$ cat src/event_counter_regs.vh
// Constants for the dual input event counter.
`ifndef EVENT_COUNTER_REGS_VH
`define EVENT_COUNTER_REGS_VH
`define ADDR_CONTROL    12'h000
`define ADDR_MODE       12'h004
`define ADDR_STATUS     12'h008
`define ADDR_COUNT      12'h00C
`define ADDR_SAVE_DATA  12'h010
`define ADDR_SAVE_CHECK 12'h014
`define ADDR_KEYS       12'h018
`define ADDR_DISPLAY    12'h01C
`define CTRL_CLEAR      0
`define CTRL_SAVE       1
`define CTRL_WDOG_KICK  2
`define MODE_RESP_LSB   0
`define MODE_EDGE_BIT   4
`define MODE_PERS_BIT   8
`define KEY_FUNC6_SIGN  0
`define KEY_SIGN        1
`define KEY_ONE         2
`define KEY_TWO         3
`define RESP_INHIBIT    3'h1
`define RESP_UPDOWN     3'h2
`define RESP_AC_ADDSUB  3'h3
`define RESP_AC_ADD     3'h4
`define RESP_QUAD       3'h5
`define RESP_QUAD_X4    3'h6
`define EDGE_SINGLE     1'b0
`define EDGE_TWO        1'b1
`define DISP_LIMIT      40'h00000F423F
`define ACC_LIMIT       40'h003B9AC9FF
`define GLYPH_PARITY    4'hA
`define GLYPH_WDOG      4'hB
`define PATTERN_NS      500000000
`define SELFTEST_NS     36'h165A0BC00
`define CLK_NS          100
`define WDOG_CYCLES     24'h0F4240
`endif

$ cat src/event_counter.v
// Dual input event counter core with diagnostics and self-test.
// ----------------------------------------
// Overview of operation
// ----------------------------------------
// Overview of operation
// - Inhibit mode: B high enables falling-A counts.
// - Up/down mode: falling A, B sets direction.
// - Add/subtract: A adds, B subtracts, no loss.
// - Add mode: both inputs add, no loss.
// - Quadrature, B low: A fall up, rise down.
// - Quadrature single edge: ignore A while B high.
// - Quadrature two edge: B high complements directions.
// - Quadrature x4 counts every edge of both, except when A and B change in the same cycle.
// - Overflow lights past six or nine digits.
// - Display overflow keeps count; accumulator may not.
// - Count (not settings) saved; reset clears it, so power-up restores zero.
// - Check value mismatch shows retained-data glyph.
// - Watchdog failure shows watchdog error glyph only while no check value mismatch is flagged.
// - Function six plus sign starts non-intrusive self-test.
// - Self-test shows the documented pattern sequence.
// - Patterns last half second; sign key advances.
// - After patterns keys drive outputs when unlocked.
// - Self-test exits after six seconds or lock.
// - Personality select loads mode defaults first.
// - Edge setting ignored while quadrature x4 active.
`timescale 1ns/1ps
`default_nettype none
`include "event_counter_regs.vh"
module event_counter #(
    parameter [35:0] PATTERN_CYCLES  = `PATTERN_NS / `CLK_NS,
    parameter [35:0] SELFTEST_CYCLES = `SELFTEST_NS / `CLK_NS,
    parameter [23:0] WDOG_CYCLES     = `WDOG_CYCLES
) (
    // Clock, reset and enable
    input  wire        CLK_SYS,
    input  wire        RSTN,
    input  wire        CLK_EN,
    // APB slave
    input  wire        PSEL,
    input  wire        PENABLE,
    input  wire        PWRITE,
    input  wire [11:0] PADDR,
    input  wire [31:0] PWDATA,
    output reg  [31:0] PRDATA,
    output reg         PREADY,
    output reg         PSLVERR,
    // Count inputs and lock pin
    input  wire        IN_A,
    input  wire        IN_B,
    input  wire        PROGRAMMING_LOCK_INPUT,
    // Indicators and outputs
    output reg         OVERFLOW_LED,
    output reg         MINUS_LED,
    output reg  [5:0]  DECIMAL_POINTS,
    output reg  [23:0] DISPLAY_DIGITS,
    output reg         TEST_ACTIVE,
    output reg         OUT1,
    output reg         OUT2
);
    // ----------------------------------------
    // Synchronisers
    // ----------------------------------------
    reg [2:0] sync_a;
    reg [2:0] sync_b;
    reg [2:0] sync_l;
    reg       a_st;
    reg       b_st;
    reg       lock_st;
    always @(posedge CLK_SYS or negedge RSTN) begin
        if (!RSTN) begin
            sync_a <= 3'h0;
            sync_b <= 3'h0;
            sync_l <= 3'h0;
            a_st <= 1'b0;
            b_st <= 1'b0;
            lock_st <= 1'b0;
        end else if (CLK_EN) begin
            sync_a <= {sync_a[1:0], IN_A};
            sync_b <= {sync_b[1:0], IN_B};
            sync_l <= {sync_l[1:0], PROGRAMMING_LOCK_INPUT};
            if (sync_a[2] == sync_a[1])
                a_st <= sync_a[1];
            if (sync_b[2] == sync_b[1])
                b_st <= sync_b[1];
            if (sync_l[2] == sync_l[1])
                lock_st <= sync_l[1];
        end
    end
    reg a_prev;
    reg b_prev;
    always @(posedge CLK_SYS or negedge RSTN) begin
        if (!RSTN) begin
            a_prev <= 1'b0;
            b_prev <= 1'b0;
        end else if (CLK_EN) begin
            a_prev <= a_st;
            b_prev <= b_st;
        end
    end
    wire a_rise = a_st & ~a_prev;
    wire a_fall = ~a_st & a_prev;
    wire b_rise = b_st & ~b_prev;
    wire b_fall = ~b_st & b_prev;
    wire a_edge = a_rise | a_fall;
    wire b_edge = b_rise | b_fall;

    // ----------------------------------------
    // Mode registers
    // ----------------------------------------
    reg [2:0] resp_mode;
    reg       edge_mode;
    reg       personality;

    // ----------------------------------------
    // Count step decoding
    // ----------------------------------------
    reg       pend_a;
    reg       pend_b;
    reg       step_en;
    reg       step_dn;
    reg       next_pend_a;
    reg       next_pend_b;
    wire      a_any = (edge_mode == `EDGE_TWO) ? a_edge : a_fall;
    always @* begin
        step_en = 1'b0;
        step_dn = 1'b0;
        next_pend_a = pend_a;
        next_pend_b = pend_b;
        case (resp_mode)
            `RESP_INHIBIT: begin
                step_en = a_any & b_st;
            end
            `RESP_UPDOWN: begin
                step_en = a_any;
                step_dn = ~b_st;
            end
            `RESP_AC_ADDSUB, `RESP_AC_ADD: begin
                // Pulses queue one deep per input, served A first.
                next_pend_a = pend_a | a_any;
                next_pend_b = pend_b | ((edge_mode == `EDGE_TWO) ?
                              b_edge : b_fall);
                if (next_pend_a) begin
                    step_en = 1'b1;
                    next_pend_a = 1'b0;
                end else if (next_pend_b) begin
                    step_en = 1'b1;
                    step_dn = (resp_mode == `RESP_AC_ADDSUB);
                    next_pend_b = 1'b0;
                end
            end
            `RESP_QUAD: begin
                if (!b_st) begin
                    step_en = a_edge;
                    step_dn = a_rise;
                end else if (edge_mode == `EDGE_TWO) begin
                    step_en = a_edge;
                    step_dn = a_fall;
                end
            end
            `RESP_QUAD_X4: begin
                step_en = a_edge | b_edge;
                // A leading B counts up on every edge.
                step_dn = a_edge ? (a_st == b_st) : (a_st != b_st);
                if (a_edge && b_edge)
                    step_en = 1'b0;
            end
            default: begin
                step_en = 1'b0;
            end
        endcase
    end

    // ----------------------------------------
    // Accumulator and overflow
    // ----------------------------------------
    reg  [39:0] count;
    reg  [39:0] next_count;
    reg         acc_ovf;
    wire        cnt_neg = count[39];
    wire [39:0] cnt_mag = cnt_neg ? (40'h0 - count) : count;
    wire        clear_cmd;
    wire        restore_cmd;
    wire [39:0] restore_val;
    always @* begin
        next_count = count;
        if (step_en)
            next_count = step_dn ? count - 40'h1 : count + 40'h1;
    end
    always @(posedge CLK_SYS or negedge RSTN) begin
        if (!RSTN) begin
            count <= 40'h0;
            acc_ovf <= 1'b0;
            pend_a <= 1'b0;
            pend_b <= 1'b0;
        end else if (CLK_EN) begin
            pend_a <= next_pend_a;
            pend_b <= next_pend_b;
            if (clear_cmd) begin
                count <= 40'h0;
                acc_ovf <= 1'b0;
            end else if (restore_cmd) begin
                count <= restore_val;
            end else begin
                count <= next_count;
                if (step_en && cnt_mag == `ACC_LIMIT &&
                    step_dn == cnt_neg)
                    acc_ovf <= 1'b1;
            end
        end
    end
    wire disp_ovf = (cnt_mag > `DISP_LIMIT);

    // ----------------------------------------
    // Retention, check value and watchdog
    // ----------------------------------------
    reg  [31:0] save_data;
    reg  [31:0] save_check;
    reg         parity_err;
    reg         wdog_err;
    reg  [23:0] wdog_cnt;
    reg  [1:0]  boot;
    function [31:0] check_of;
        input [31:0] d;
        begin
            check_of = {d[15:0], d[31:16]} ^ 32'h5A5A_A5A5;
        end
    endfunction
    assign restore_cmd = (boot == 2'h1);
    assign restore_val = {{8{save_data[31]}}, save_data};

    // ----------------------------------------
    // Self-test sequencer
    // ----------------------------------------
    localparam ST_IDLE = 2'h0;
    localparam ST_PAT  = 2'h1;
    localparam ST_OUT  = 2'h2;
    reg [1:0]  st_state;
    reg [4:0]  st_step;
    reg [35:0] pat_cnt;
    reg [35:0] tot_cnt;
    reg        key_start;
    reg        key_sign;
    reg        key_one;
    reg        key_two;
    wire       pat_done = (pat_cnt >= PATTERN_CYCLES - 36'h1) | key_sign;
    always @(posedge CLK_SYS or negedge RSTN) begin
        if (!RSTN) begin
            st_state <= ST_IDLE;
            st_step <= 5'h0;
            pat_cnt <= 36'h0;
            tot_cnt <= 36'h0;
        end else if (CLK_EN) begin
            case (st_state)
                ST_IDLE: begin
                    if (key_start) begin
                        st_state <= ST_PAT;
                        st_step <= 5'h0;
                        pat_cnt <= 36'h0;
                        tot_cnt <= 36'h0;
                    end
                end
                ST_PAT, ST_OUT: begin
                    tot_cnt <= tot_cnt + 36'h1;
                    if (!lock_st ||
                        tot_cnt >= SELFTEST_CYCLES - 36'h1) begin
                        st_state <= ST_IDLE;
                    end else if (st_state == ST_PAT) begin
                        pat_cnt <= pat_done ? 36'h0 : pat_cnt + 36'h1;
                        if (pat_done) begin
                            if (st_step == 5'd19)
                                st_state <= ST_OUT;
                            else
                                st_step <= st_step + 5'h1;
                        end
                    end
                end
                default: begin
                    st_state <= ST_IDLE;
                end
            endcase
        end
    end

    // ----------------------------------------
    // APB registers
    // ----------------------------------------
    wire wr = PSEL & PENABLE & PWRITE & ~PREADY;
    wire rd = PSEL & PENABLE & ~PWRITE & ~PREADY;
    reg  clear_req;
    reg  kick;
    assign clear_cmd = clear_req;
    always @(posedge CLK_SYS or negedge RSTN) begin
        if (!RSTN) begin
            PREADY <= 1'b0;
            PSLVERR <= 1'b0;
            PRDATA <= 32'h0;
            resp_mode <= `RESP_INHIBIT;
            edge_mode <= `EDGE_SINGLE;
            personality <= 1'b0;
            clear_req <= 1'b0;
            kick <= 1'b0;
            key_start <= 1'b0;
            key_sign <= 1'b0;
            key_one <= 1'b0;
            key_two <= 1'b0;
            save_data <= 32'h0;
            save_check <= 32'h0;
            parity_err <= 1'b0;
            wdog_err <= 1'b0;
            wdog_cnt <= 24'h0;
            boot <= 2'h0;
        end else if (CLK_EN) begin
            PREADY <= PSEL & PENABLE & ~PREADY;
            PSLVERR <= 1'b0;
            clear_req <= 1'b0;
            kick <= 1'b0;
            key_start <= 1'b0;
            key_sign <= 1'b0;
            if (boot == 2'h0) begin
                boot <= 2'h1;
            end else if (boot == 2'h1) begin
                boot <= 2'h2;
                if (check_of(save_data) != save_check)
                    parity_err <= 1'b1;
            end
            wdog_cnt <= kick ? 24'h0 : wdog_cnt + 24'h1;
            if (wdog_cnt >= WDOG_CYCLES - 24'h1)
                wdog_err <= 1'b1;
            if (wr) begin
                case (PADDR)
                    `ADDR_CONTROL: begin
                        clear_req <= PWDATA[`CTRL_CLEAR];
                        kick <= PWDATA[`CTRL_WDOG_KICK];
                        if (PWDATA[`CTRL_SAVE]) begin
                            save_data <= count[31:0];
                            save_check <= check_of(count[31:0]);
                        end
                    end
                    `ADDR_MODE: begin
                        if (PWDATA[`MODE_PERS_BIT]) begin
                            personality <= 1'b1;
                            resp_mode <= `RESP_INHIBIT;
                            edge_mode <= `EDGE_SINGLE;
                        end else if (personality) begin
                            resp_mode <= PWDATA[`MODE_RESP_LSB+2:
                                                `MODE_RESP_LSB];
                            if (resp_mode != `RESP_QUAD_X4)
                                edge_mode <= PWDATA[`MODE_EDGE_BIT];
                        end
                    end
                    `ADDR_SAVE_DATA: save_data <= PWDATA;
                    `ADDR_SAVE_CHECK: save_check <= PWDATA;
                    `ADDR_KEYS: begin
                        key_start <= PWDATA[`KEY_FUNC6_SIGN];
                        key_sign <= PWDATA[`KEY_SIGN] &
                                    (st_state == ST_PAT);
                        key_one <= PWDATA[`KEY_ONE];
                        key_two <= PWDATA[`KEY_TWO];
                    end
                    default: PSLVERR <= 1'b1;
                endcase
            end
            if (rd) begin
                case (PADDR)
                    `ADDR_MODE: PRDATA <= {23'h0, personality, 3'h0,
                                           edge_mode, 1'b0, resp_mode};
                    `ADDR_STATUS: PRDATA <= {27'h0, st_state, acc_ovf,
                                             wdog_err, parity_err};
                    `ADDR_COUNT: PRDATA <= count[31:0];
                    `ADDR_SAVE_DATA: PRDATA <= save_data;
                    `ADDR_SAVE_CHECK: PRDATA <= save_check;
                    `ADDR_DISPLAY: PRDATA <= {8'h0, DISPLAY_DIGITS};
                    `ADDR_CONTROL, `ADDR_KEYS: PRDATA <= 32'h0;
                    default: begin
                        PRDATA <= 32'h0;
                        PSLVERR <= 1'b1;
                    end
                endcase
            end
        end
    end

    // ----------------------------------------
    // Display and outputs
    // ----------------------------------------
    // Low 24 bits of magnitude shown as hex nibbles; BCD left to firmware.
    reg [23:0] next_digits;
    reg [3:0]  lo;
    always @* begin
        lo = st_step[3:0] - 4'hB;
        next_digits = cnt_mag[23:0];
        if (parity_err)
            next_digits = {`GLYPH_PARITY, cnt_mag[19:0]};
        else if (wdog_err)
            next_digits = {`GLYPH_WDOG, cnt_mag[19:0]};
        if (st_state != ST_IDLE) begin
            if (st_step == 5'h0)
                next_digits = 24'h0;
            else if (st_step <= 5'd10)
                next_digits = {6{4'd10 - st_step[3:0]}};
            else
                next_digits = {3{(lo + 4'h1) & 4'hE, lo | 4'h1}};
        end
    end
    always @(posedge CLK_SYS or negedge RSTN) begin
        if (!RSTN) begin
            OVERFLOW_LED <= 1'b0;
            MINUS_LED <= 1'b0;
            DECIMAL_POINTS <= 6'h0;
            DISPLAY_DIGITS <= 24'h0;
            TEST_ACTIVE <= 1'b0;
            OUT1 <= 1'b0;
            OUT2 <= 1'b0;
        end else if (CLK_EN) begin
            DISPLAY_DIGITS <= next_digits;
            TEST_ACTIVE <= (st_state != ST_IDLE);
            DECIMAL_POINTS <= (st_state != ST_IDLE && st_step == 5'h0) ?
                              6'h3F : 6'h0;
            if (st_state == ST_IDLE) begin
                OVERFLOW_LED <= disp_ovf | acc_ovf;
                MINUS_LED <= cnt_neg;
            end else begin
                OVERFLOW_LED <= (st_step <= 5'd10);
                MINUS_LED <= (st_step > 5'd10);
            end
            OUT1 <= (st_state == ST_OUT) & lock_st & key_one;
            OUT2 <= (st_state == ST_OUT) & lock_st & key_two;
        end
    end
endmodule // event_counter
`default_nettype wire

$ cat config.mk
export PLATFORM = sky130hd
export DESIGN_NAME = event_counter
export DESIGN_NICKNAME = d
export VERILOG_FILES = /design/src/event_counter.v
export VERILOG_INCLUDE_DIRS = /design/src /design/src/src
export SDC_FILE = /design/constraint.sdc
export NUM_CORES = 1
export LEC_CHECK = 0
export BUFFER_PORTS_ARGS = -buffer_cell sky130_fd_sc_hd__buf_2
export CAP_MARGIN = 20
export CORE_ASPECT_RATIO = 0.7
export CORE_UTILIZATION = 60
export CTS_CLUSTER_SIZE = 8
export DETAILED_ROUTE_END_ITERATION = 12
export GPL_ROUTABILITY_DRIVEN = 0
export PLACE_DENSITY_LB_ADDON = 0.25
export SYNTH_ARGS = -nofsm -noshare
export SYNTH_HDL_FRONTEND = slang
export SYNTH_SLANG_ARGS = --single-unit
$ cat constraint.sdc
create_clock -name CLK_SYS -period 12.9 [get_ports CLK_SYS]
set_input_delay 2.58 -clock CLK_SYS [delete_from_list [all_inputs] [get_ports CLK_SYS]]
set_output_delay 2.58 -clock CLK_SYS [all_outputs]
set_load 0.05 [all_outputs]
; ---- Word-level counts from Yosys, hierarchy flattened
; Cells that the tools add are included.
[classes]
shifts = 0
bitwise = 30
n_lt_le_gt_ge = 6
n_eq_ne = 36
mul = 0
add_sub_neg = 10
div = 0
reduce_logical = 43
mux = 74
[op_table]
columns = cell, n
row1 = 2-to-1 mux 40 bit, 5
row2 = case mux 32 bit (6 select lines), 1
row3 = 2-to-1 mux 24 bit, 6
row4 = 2-to-1 mux 36 bit, 4
row5 = case mux 36 bit (2 select lines), 2
row6 = case mux 32 bit (2 select lines), 2
row7 = adder 36 x 1 -> 36 bit (second input constant), 2
row8 = 2-to-1 mux 32 bit, 2
row9 = == test 12 x 5 -> 1 bit (second input constant), 4
row10 = adder 40 x 1 -> 40 bit (second input constant), 1
row11 = == test 40 x 30 -> 1 bit (second input constant), 1
row12 = > comparator 40 x 20 -> 1 bit (second input constant), 1
row13 = subtractor 1 x 40 -> 40 bit (first input constant), 1
row14 = subtractor 40 x 1 -> 40 bit (second input constant), 1
row15 = >= comparator 36 x 23 -> 1 bit (second input constant), 1
row16 = >= comparator 36 x 26 -> 1 bit (second input constant), 1
row17 = 2-to-1 mux 1 bit, 33
row18 = != test 32 bit, 1
row19 = NOT 16 bit, 2
row20 = 2-to-1 mux 5 bit, 5
row21 = adder 24 x 1 -> 24 bit (second input constant), 1
row22 = == test 12 x 4 -> 1 bit (second input constant), 2
row23 = >= comparator 24 x 20 -> 1 bit (second input constant), 1
row24 = AND reduction 4 bit, 5
row25 = other kinds (43), 114
[word_totals]
wordCells = 239
output_inout_bits = 69
rom_bits = 0
memories = 0
in_bits = 53
register_bits = 307
latchBits = 0
ram_bits = 0

; ---- Logic depth before layout (Yosys ltp)
; Gate-level depths: netlist of the first run.
[depth]
ltp_word = 13
ltp_mapped = 17

; ---- Worst setup path after synthesis of the first run
; No wires, ideal clock.
[synth_timing]
path_type = reg-to-reg
from = reg resp_mode[0]
to = reg count[34]
setup_slack_ns = 7.625
arrival_time_ns = 5.193
stages_incl_launch_ff = 16
period_less_slack_ns = 5.275
setup_time_ns = 0.083
cell_sequence = dfstp_2 -> clkbuf_1 -> nor2b_1 -> a41oi_1 -> o211ai_1 -> inv_1 -> fa_1 -> nand2b_1 -> a21oi_1 -> o2111ai_1 -> nand2_1 -> o21ai_0 -> a32oi_1 -> a31oi_1 -> o31a_1 -> o21ai_0
[synth_between]
elab_chain_cells = 8
[synth_lines]
columns = item, line
row1 = from (decl), event_counter.v:110  ; reg [2:0] resp_mode;
row2 = from (signal assigned), event_counter.v:297  ; resp_mode <= `RESP_INHIBIT;
row3 = from (signal assigned), event_counter.v:342  ; resp_mode <= `RESP_INHIBIT;
row4 = from (signal assigned), event_counter.v:345  ; resp_mode <= PWDATA[`MODE_RESP_LSB+2:
row5 = == test 3 x 2 -> 1 bit, event_counter.v:129  ; case (resp_mode)
row6 = 2-to-1 mux 1 bit, event_counter.v:145  ; end else if (next_pend_b) begin
row7 = 2-to-1 mux 1 bit, event_counter.v:142  ; if (next_pend_a) begin
row8 = case mux 1 bit (4 select lines), event_counter.v:129
row9 = 2-to-1 mux 40 bit, event_counter.v:187  ; next_count = step_dn ? count - 40'h1 : count + 40'h1;
row10 = 2-to-1 mux 40 bit, event_counter.v:186  ; if (step_en)
row11 = 2-to-1 mux 40 bit, event_counter.v:201  ; end else if (restore_cmd) begin
row12 = 2-to-1 mux 40 bit, event_counter.v:198  ; if (clear_cmd) begin
row13 = to (signal assigned), event_counter.v:202  ; count <= restore_val;
row14 = to (signal assigned), event_counter.v:204  ; count <= next_count;
row15 = to (decl), event_counter.v:176  ; reg [39:0] count;
; Several ways; a longest one is shown, not always the timed one. The select of a mux whose other input is x is not followed.
; A chain may end at the register's enable or synchronous reset.

; ---- Worst setup path in the final report of the first run
[layout_timing]
from = in PADDR[9]
to = reg save_check[28]
[layout_between]
elab_chain_cells = 3
[layout_lines]
columns = item, line
row1 = from (decl), event_counter.v:42  ; input wire [11:0] PADDR,
row2 = == test 12 x 5 -> 1 bit / zero test 12 bit (equally long branches), event_counter.v:330  ; case (PADDR)
row3 = nonzero test 2 bit (no source line) / != test 2 bit (equally long branches), -
row4 = AND reduction 4 bit (no source line), -
row5 = to (signal assigned), event_counter.v:336  ; save_check <= check_of(count[31:0]);
row6 = to (decl), event_counter.v:217  ; reg [31:0] save_check;
; Several ways; a longest one is shown, not always the timed one.

==> impl_metrics.env, run 1 <==
export IMPL_path_class="input port to flip-flop"
export IMPL_die_height_microns=150.8
export IMPL_p_int_uw=2122
export IMPL_synth_warnings=0
export IMPL_drt_pass1_iter_count=7
export IMPL_synth_seq_cells=302
export IMPL_rsz0062_at_grt="false"
export IMPL_synth_avg_cell_area_sq_um=8.528
export IMPL_cap_violations=0
export IMPL_final_cell_mix="dfrtp_1, nor2_1, nand2_1"
export IMPL_ir_worst_vdd_mv=0.1227
export IMPL_ant_nets=0
export IMPL_synth_edf_count=0
export IMPL_yosys_top_cells_area="dfrtp_1, a21oi_1, nor2_1"
export IMPL_status="finished, final reports clean"
export IMPL_fin_hold_ws_ns=0.4764
export IMPL_avgRoutedWirePerCell_microns=21.68
export IMPL_post_route_util_pct=67.10
export IMPL_fin_cells=2707
export IMPL_p_seq_share_pct=35.9
export IMPL_fmax_ghz=0.1722
export IMPL_synth_top_area_share_pct=39.69
export IMPL_antenna_found_initial=0
export IMPL_area_delta_synth_final_pct=10.15
export IMPL_final_area_sq_mm=0.02090
export IMPL_start_kind="input port"
export IMPL_synth_cell_types=90
export IMPL_track_usage_pct=35.77
export IMPL_syn_cell_area_sq_mm=0.01898
export IMPL_nets=2384
export IMPL_drive_gt1_share_pct=10.80
export IMPL_drt_iter0_markers=2379
export IMPL_p_sw_uw=1485
export IMPL_pwr_share_clk_pct=28.4
export IMPL_grt_start_max_net_pins=86
export IMPL_placed_cells=2648
export IMPL_post_dp_cell_area_sq_mm=0.01970
export IMPL_yosys_area_top_type="dfrtp_1"
export IMPL_final_setup_tns_ns=0
export IMPL_cts_setup_buffers=0
export IMPL_grt_overflow_total=0
export IMPL_r2r_start="b_st"
export IMPL_dieArea_sq_mm=0.03235
export IMPL_core_sq_mm=0.03115
export IMPL_critPathMaxFanout=69
export IMPL_vias=17840
export IMPL_tightest_slew_ns=1.084
export IMPL_htreeDepth=2
export IMPL_syn_num_nets=2335
export IMPL_clk_latency_ns=0.56
export IMPL_critPathArrivalTime_ns=6.24
export IMPL_ys_flop_type="dfrtp_1"
export IMPL_cts_root_buf="clkbuf_16"
export IMPL_min_delay_start="PRDATA[1]"
export IMPL_clk_pin_slew_ns=0.05
export IMPL_cts_buffer_depth=3
export IMPL_io_pins=122
export IMPL_post_drt_via_cell_ratio=6.591
export IMPL_grt_pass1_vias=16190
export IMPL_clock_sinks=302
export IMPL_swShare_pct=41.17
export IMPL_yosysSeqAreaShare_pct=39.83
export IMPL_cts_buffers=43
export IMPL_finClkSkew_ns=0.02763
export IMPL_power_frac_comb_pct=35.8
export IMPL_fin_crit_ns=5.806
export IMPL_crit_required_ns=13.33
export IMPL_grt_pass1_wl_microns=90710
export IMPL_hold_viol=0
export IMPL_whs_path_depth=2
export IMPL_end_kind="flip-flop"
export IMPL_rows=54
export IMPL_worst_hold_path_type="flip-flop to flip-flop"
export IMPL_post_route_drc_count=0
export IMPL_period_share_pct=45.01
export IMPL_die_width_microns=214.6
export IMPL_final_common_cell="dfrtp_1"
export IMPL_power_density_mw_per_mm2=172.5
export IMPL_p_leak_uw=0.009467
export IMPL_dp_hpwl_microns=41370
export IMPL_synth_async_sr_flop_share_pct=100.0
export IMPL_cts_resized=0
export IMPL_drv_slew=0
export IMPL_slew_limit_headroom_pct=27.57
export IMPL_crit_start="PADDR[9]"
export IMPL_wirelength_microns=58690
export IMPL_holdBufCountCts=0
export IMPL_reg2regPathDepth=18
export IMPL_start_util_pct=60.92
export IMPL_synthCells=2225
export IMPL_setup_viol=0
export IMPL_cts_tree="yes"
export IMPL_io_buffers=121
-- per-stage QoR --
step	total power, uW	setup WS [ns]
2_1_floorplan	2177	7.625
3_3_place_gp	2500	6.708
3_5_place_dp	2541	6.659
4_1_cts	3567	7.209
5_1_grt	3760	6.908
6_report	3606	7.094
-- flip-flops by register name, indices dropped and copies added, names as in the netlist, 3 cells and up --
name,flops
count,40
pat_cnt,36
save_check,32
st_step,5
tot_cnt,36
sync_a,3
wdog_cnt,24
resp_mode,3
sync_l,3
PRDATA,32
save_data,32
sync_b,3
DISPLAY_DIGITS,24
-- synthesized netlist by cell type (9+ instances only) --
cell,n
mux2i_1,52
nand2b_1,17
a22o_1,43
clkbuf_1,95
o21ai_0,161
nor3b_1,9
a21oi_1,216
and4_1,9
ha_1,56
nor2_1,261
nand2_1,254
o211ai_1,11
nor3_1,31
o22ai_1,10
a21o_1,32
a31oi_1,37
inv_1,55
and3_1,35
dfrtp_1,301
nor2b_1,20
nand3_1,59
a222oi_1,22
mux2_2,19
buf_1,10
or3_1,30
buf_2,19
xor2_1,61
nor4_1,13
o31ai_1,21
nand4_1,31
xnor2_1,71
-- critical path, cell delays in order --
cell	delay, ns
buf_2	0.09
or4_1	0.53
nor4_2	0.28
nand2_1	0.21
or4_4	0.59
nor2_4	0.12
buf_4	0.59
a31oi_1	0.16
nor2_4	0.11
buf_4	0.53
mux2_2	0.41
-- power by group through the flow --
stage	Clock [uW]	Combinational [uW]	Sequential, uW
final	1020	1290	1290
after global routing	1060	1400	1300
after CTS	1030	1260	1280
after detailed placement	0	1250	1290
after global placement	0	1220	1280
after floorplan	0	892	1280
-- area by class of cell --
class / count / area (sq um)
timing repair buffer: 140 / 780.7
multi-input combinational: 1729 / 10640
antenna: 1 / 2.502
clock buffer: 54 / 1117
inverter: 58 / 217.7
sequential: 302 / 7559
clock inverter: 3 / 55.05
tap: 420 / 525.5
fill: 2460 / 10250
-- logic make-up (layout without fill, tap and decap cells) --
logic type / count (synthesis) / count (layout) / share of synthesized area (%)
and+or+nand+nor: 828 / 828 / 21.03
AOI/OAI and AO/OA: 641 / 641 / 21.10
DFF: 302 / 302 / 39.83
buffers and inverters: 194 / 255 / 4.279
xor gates and xnor gates: 132 / 132 / 6.093
muxes: 71 / 71 / 3.871
adders and majority gates: 57 / 57 / 3.798
other: 0 / 1 / 0
-- layer usage --
layer  global-route usage [%]  part of all wire, %  vias to the layer above
li1                         -                    -                     8072
met2                    51.04                   41                     1057
met4                    9.250                  2.3                        0
met1                    52.21                   43                     8571
met3                    11.39                   14                      142
met5                        0                    0                        -
-- path summary, 6_finish.rpt --
| check | to | slack (ns) |
|---|---|---|
| min | PRDATA[1] | 0.48 |
| max reg2reg | count[34] | 7.39 |
| min in group asynchronous | pat_cnt[17] | 2.00 |
| max | save_check[28] | 7.09 |
| min reg2reg | PRDATA[1] | 0.48 |
| max in group asynchronous | tot_cnt[2] | 8.97 |
Power figures use the tool's default switching activity.
==> inputs of run 2 (changes only) <==
Settings changed: CORE_UTILIZATION 60 to 56.
Clock period 12.9 ns to 5.3 ns, I/O delays scaled along.
==> impl_metrics.env, run 2 (synthesized netlist as in run 1, its figures left out) <==
export IMPL_fmax_ghz=0.2030
export IMPL_final_common_cell="dfrtp_1"
export IMPL_post_route_drc_count=1
export IMPL_final_setup_tns_ns=0
export IMPL_final_cell_mix="dfrtp_1, nor2_1, nand2_1"
export IMPL_cts_setup_buffers=0
export IMPL_r2r_start="b_st"
export IMPL_post_dp_cell_area_sq_mm=0.01986
export IMPL_worst_hold_path_type="flip-flop to flip-flop"
export IMPL_drt_iter0_markers=3084
export IMPL_start_kind="flip-flop"
export IMPL_regMostFlops="count"
export IMPL_clk_latency_ns=0.57
export IMPL_fin_crit_ns=4.925
export IMPL_cp_cell_sequence="inv_1, ha_1, nor2b_1, o311a_1, or3b_2, o211ai_1, buf_12, ha_1, a21oi_1, o21ai_0, nand3_1, nand2_1, o21ai_0, a32oi_1, a31oi_1, o31a_1, o21ai_0"
export IMPL_r2r_end="count[34]"
export IMPL_drv_slew=0
export IMPL_nets=2394
export IMPL_die_width_microns=222.0
export IMPL_grt_overflow_total=0
export IMPL_reg2regPathDepth=17
export IMPL_critPathMaxFanout=41
export IMPL_final_area_sq_mm=0.02105
export IMPL_critPathTopFamily="compound AO/OA/AOI/OAI gates"
export IMPL_rows=55
export IMPL_cpPeakStageDelay_ns=0.71
export IMPL_avgRoutedWirePerCell_microns=23.15
export IMPL_crit_start="b_st"
export IMPL_ff2ff_setup_slack_ns=0.37
export IMPL_path_class="flip-flop to flip-flop"
export IMPL_cap_violations=0
export IMPL_failed_checks="design-rule violations"
export IMPL_ant_nets=0
export IMPL_critPathArrivalTime_ns=5.41
export IMPL_htreeDepth=2
export IMPL_start_util_pct=57.81
export IMPL_cts_buffers=43
export IMPL_area_delta_synth_final_pct=10.91
export IMPL_critPathBufInv=2
export IMPL_die_height_microns=156.0
export IMPL_slew_limit_headroom_pct=29.46
export IMPL_power_density_mw_per_mm2=423.6
export IMPL_clock_sinks=302
export IMPL_post_drt_via_cell_ratio=6.703
export IMPL_status="finished with violations"
export IMPL_cts_root_buf="clkbuf_16"
export IMPL_drt_pass1_iter_count=13
export IMPL_grt_pass1_wl_microns=97880
export IMPL_holdBufCountCts=0
export IMPL_core_sq_mm=0.03283
export IMPL_grt_start_max_net_pins=97
export IMPL_tightest_slew_ns=1.058
export IMPL_io_pins=122
export IMPL_ir_worst_vdd_mv=0.2537
export IMPL_grt_pass1_vias=16900
export IMPL_crit_required_ns=5.78
export IMPL_dp_hpwl_microns=45490
export IMPL_cpMostUsedCell="o21ai_0"
export IMPL_cp_num_cells=17
export IMPL_cts_buffer_depth=3
export IMPL_period_share_pct=92.93
export IMPL_p_leak_uw=0.009540
export IMPL_rsz0062_at_grt="false"
export IMPL_cpMaxStageDelayCell="a32oi_1"
export IMPL_wirelength_microns=63050
export IMPL_setup_viol=0
export IMPL_track_usage_pct=36.31
export IMPL_end_kind="flip-flop"
export IMPL_cts_tree="yes"
export IMPL_dieArea_sq_mm=0.03464
export IMPL_cts_resized=0
export IMPL_io_buffers=121
export IMPL_largest_reg_flops=40
export IMPL_antenna_found_initial=1
export IMPL_finClkSkew_ns=0.03026
export IMPL_crit_path_end="count[34]"
export IMPL_drive_gt1_share_pct=11.24
export IMPL_hold_viol=0
export IMPL_fill_cells=2735
export IMPL_biggestRegsByFlops="count x40, pat_cnt x36, tot_cnt x36"
export IMPL_fin_hold_ws_ns=0.4881
export IMPL_vias=18260
export IMPL_clk_pin_slew_ns=0.06
==> run 2: changes by cell type in the layout (fill, tap and decap cells not counted) <==
cell / delta
clkbuf_8: +1
a211oi_2: -1
clkbuf_1: -1
a211oi_4: +1
buf_4: +6
buf_12: +5
buf_16: -1
==> run 2: per-layer routing <==
metal / track usage [%] / part of all wire [%] / up-vias
met3: 15.42 / 16 / 159
met4: 8.664 / 2.5 / 2
met5: 0 / 0.097 / -
met2: 49.24 / 39 / 1206
met1: 52.66 / 42 / 8804
li1: - / - / 8088
==> run 2: power breakdown <==
part           switching (uW)  internal [uW]  total (uW)  leakage (uW)
sequential                593           2570        3160       0.00406
clock                    1020           1480        2500      0.000572
combinational            2110           1140        3250       0.00491
==> run 2: final cells by class <==
cell class,count,area [sq um],share of cell area [%]
clock inverter,3,55.05,0.2616
tap,427,534.3,2.539
clock buffer,54,1127,5.357
timing repair buffer,150,898.4,4.269
multi-input combinational,1729,10650,50.61
antenna,1,2.502,0.01189
sequential,302,7559,35.92
inverter,58,217.7,1.034
==> run 2: worst reg2reg max path: cells and delay by family (launching register included) <==
family,cells,cell delay (ns)
buffers and inverters,2,0.45
DFF,1,0.45
adders and majority gates,2,0.64
and+or+nand+nor,4,0.85
AOI/OAI and AO/OA,9,2.46
==> run 2: worst min path at each step <==
stage	from	to	slack, ns	cells past startpoint
2_1_floorplan	boot[1]	boot[1]	0.45	1
3_3_place_gp	PRDATA[4]	PRDATA[4]	0.47	2
4_1_cts	PRDATA[1]	PRDATA[1]	0.49	2
6_report	PRDATA[1]	PRDATA[1]	0.49	2
3_5_place_dp	PRDATA[1]	PRDATA[1]	0.47	2
5_1_grt	PRDATA[15]	PRDATA[15]	0.51	1
==> run 2: metrics by stage <==
stage / util (%) / std cells / total power, uW / worst slack (ns)
after CTS: 64.11 / 2723 / 8786 / 0.5473
after detailed placement: 60.50 / 2666 / 6271 / 0.5892
after floorplan: - / 2225 / 5299 / 0.02487
after global routing: 64.11 / 2723 / 9295 / 0.1390
after global placement: 60.50 / 2666 / 6165 / 0.7780
final: 64.11 / 2724 / 8916 / 0.3748
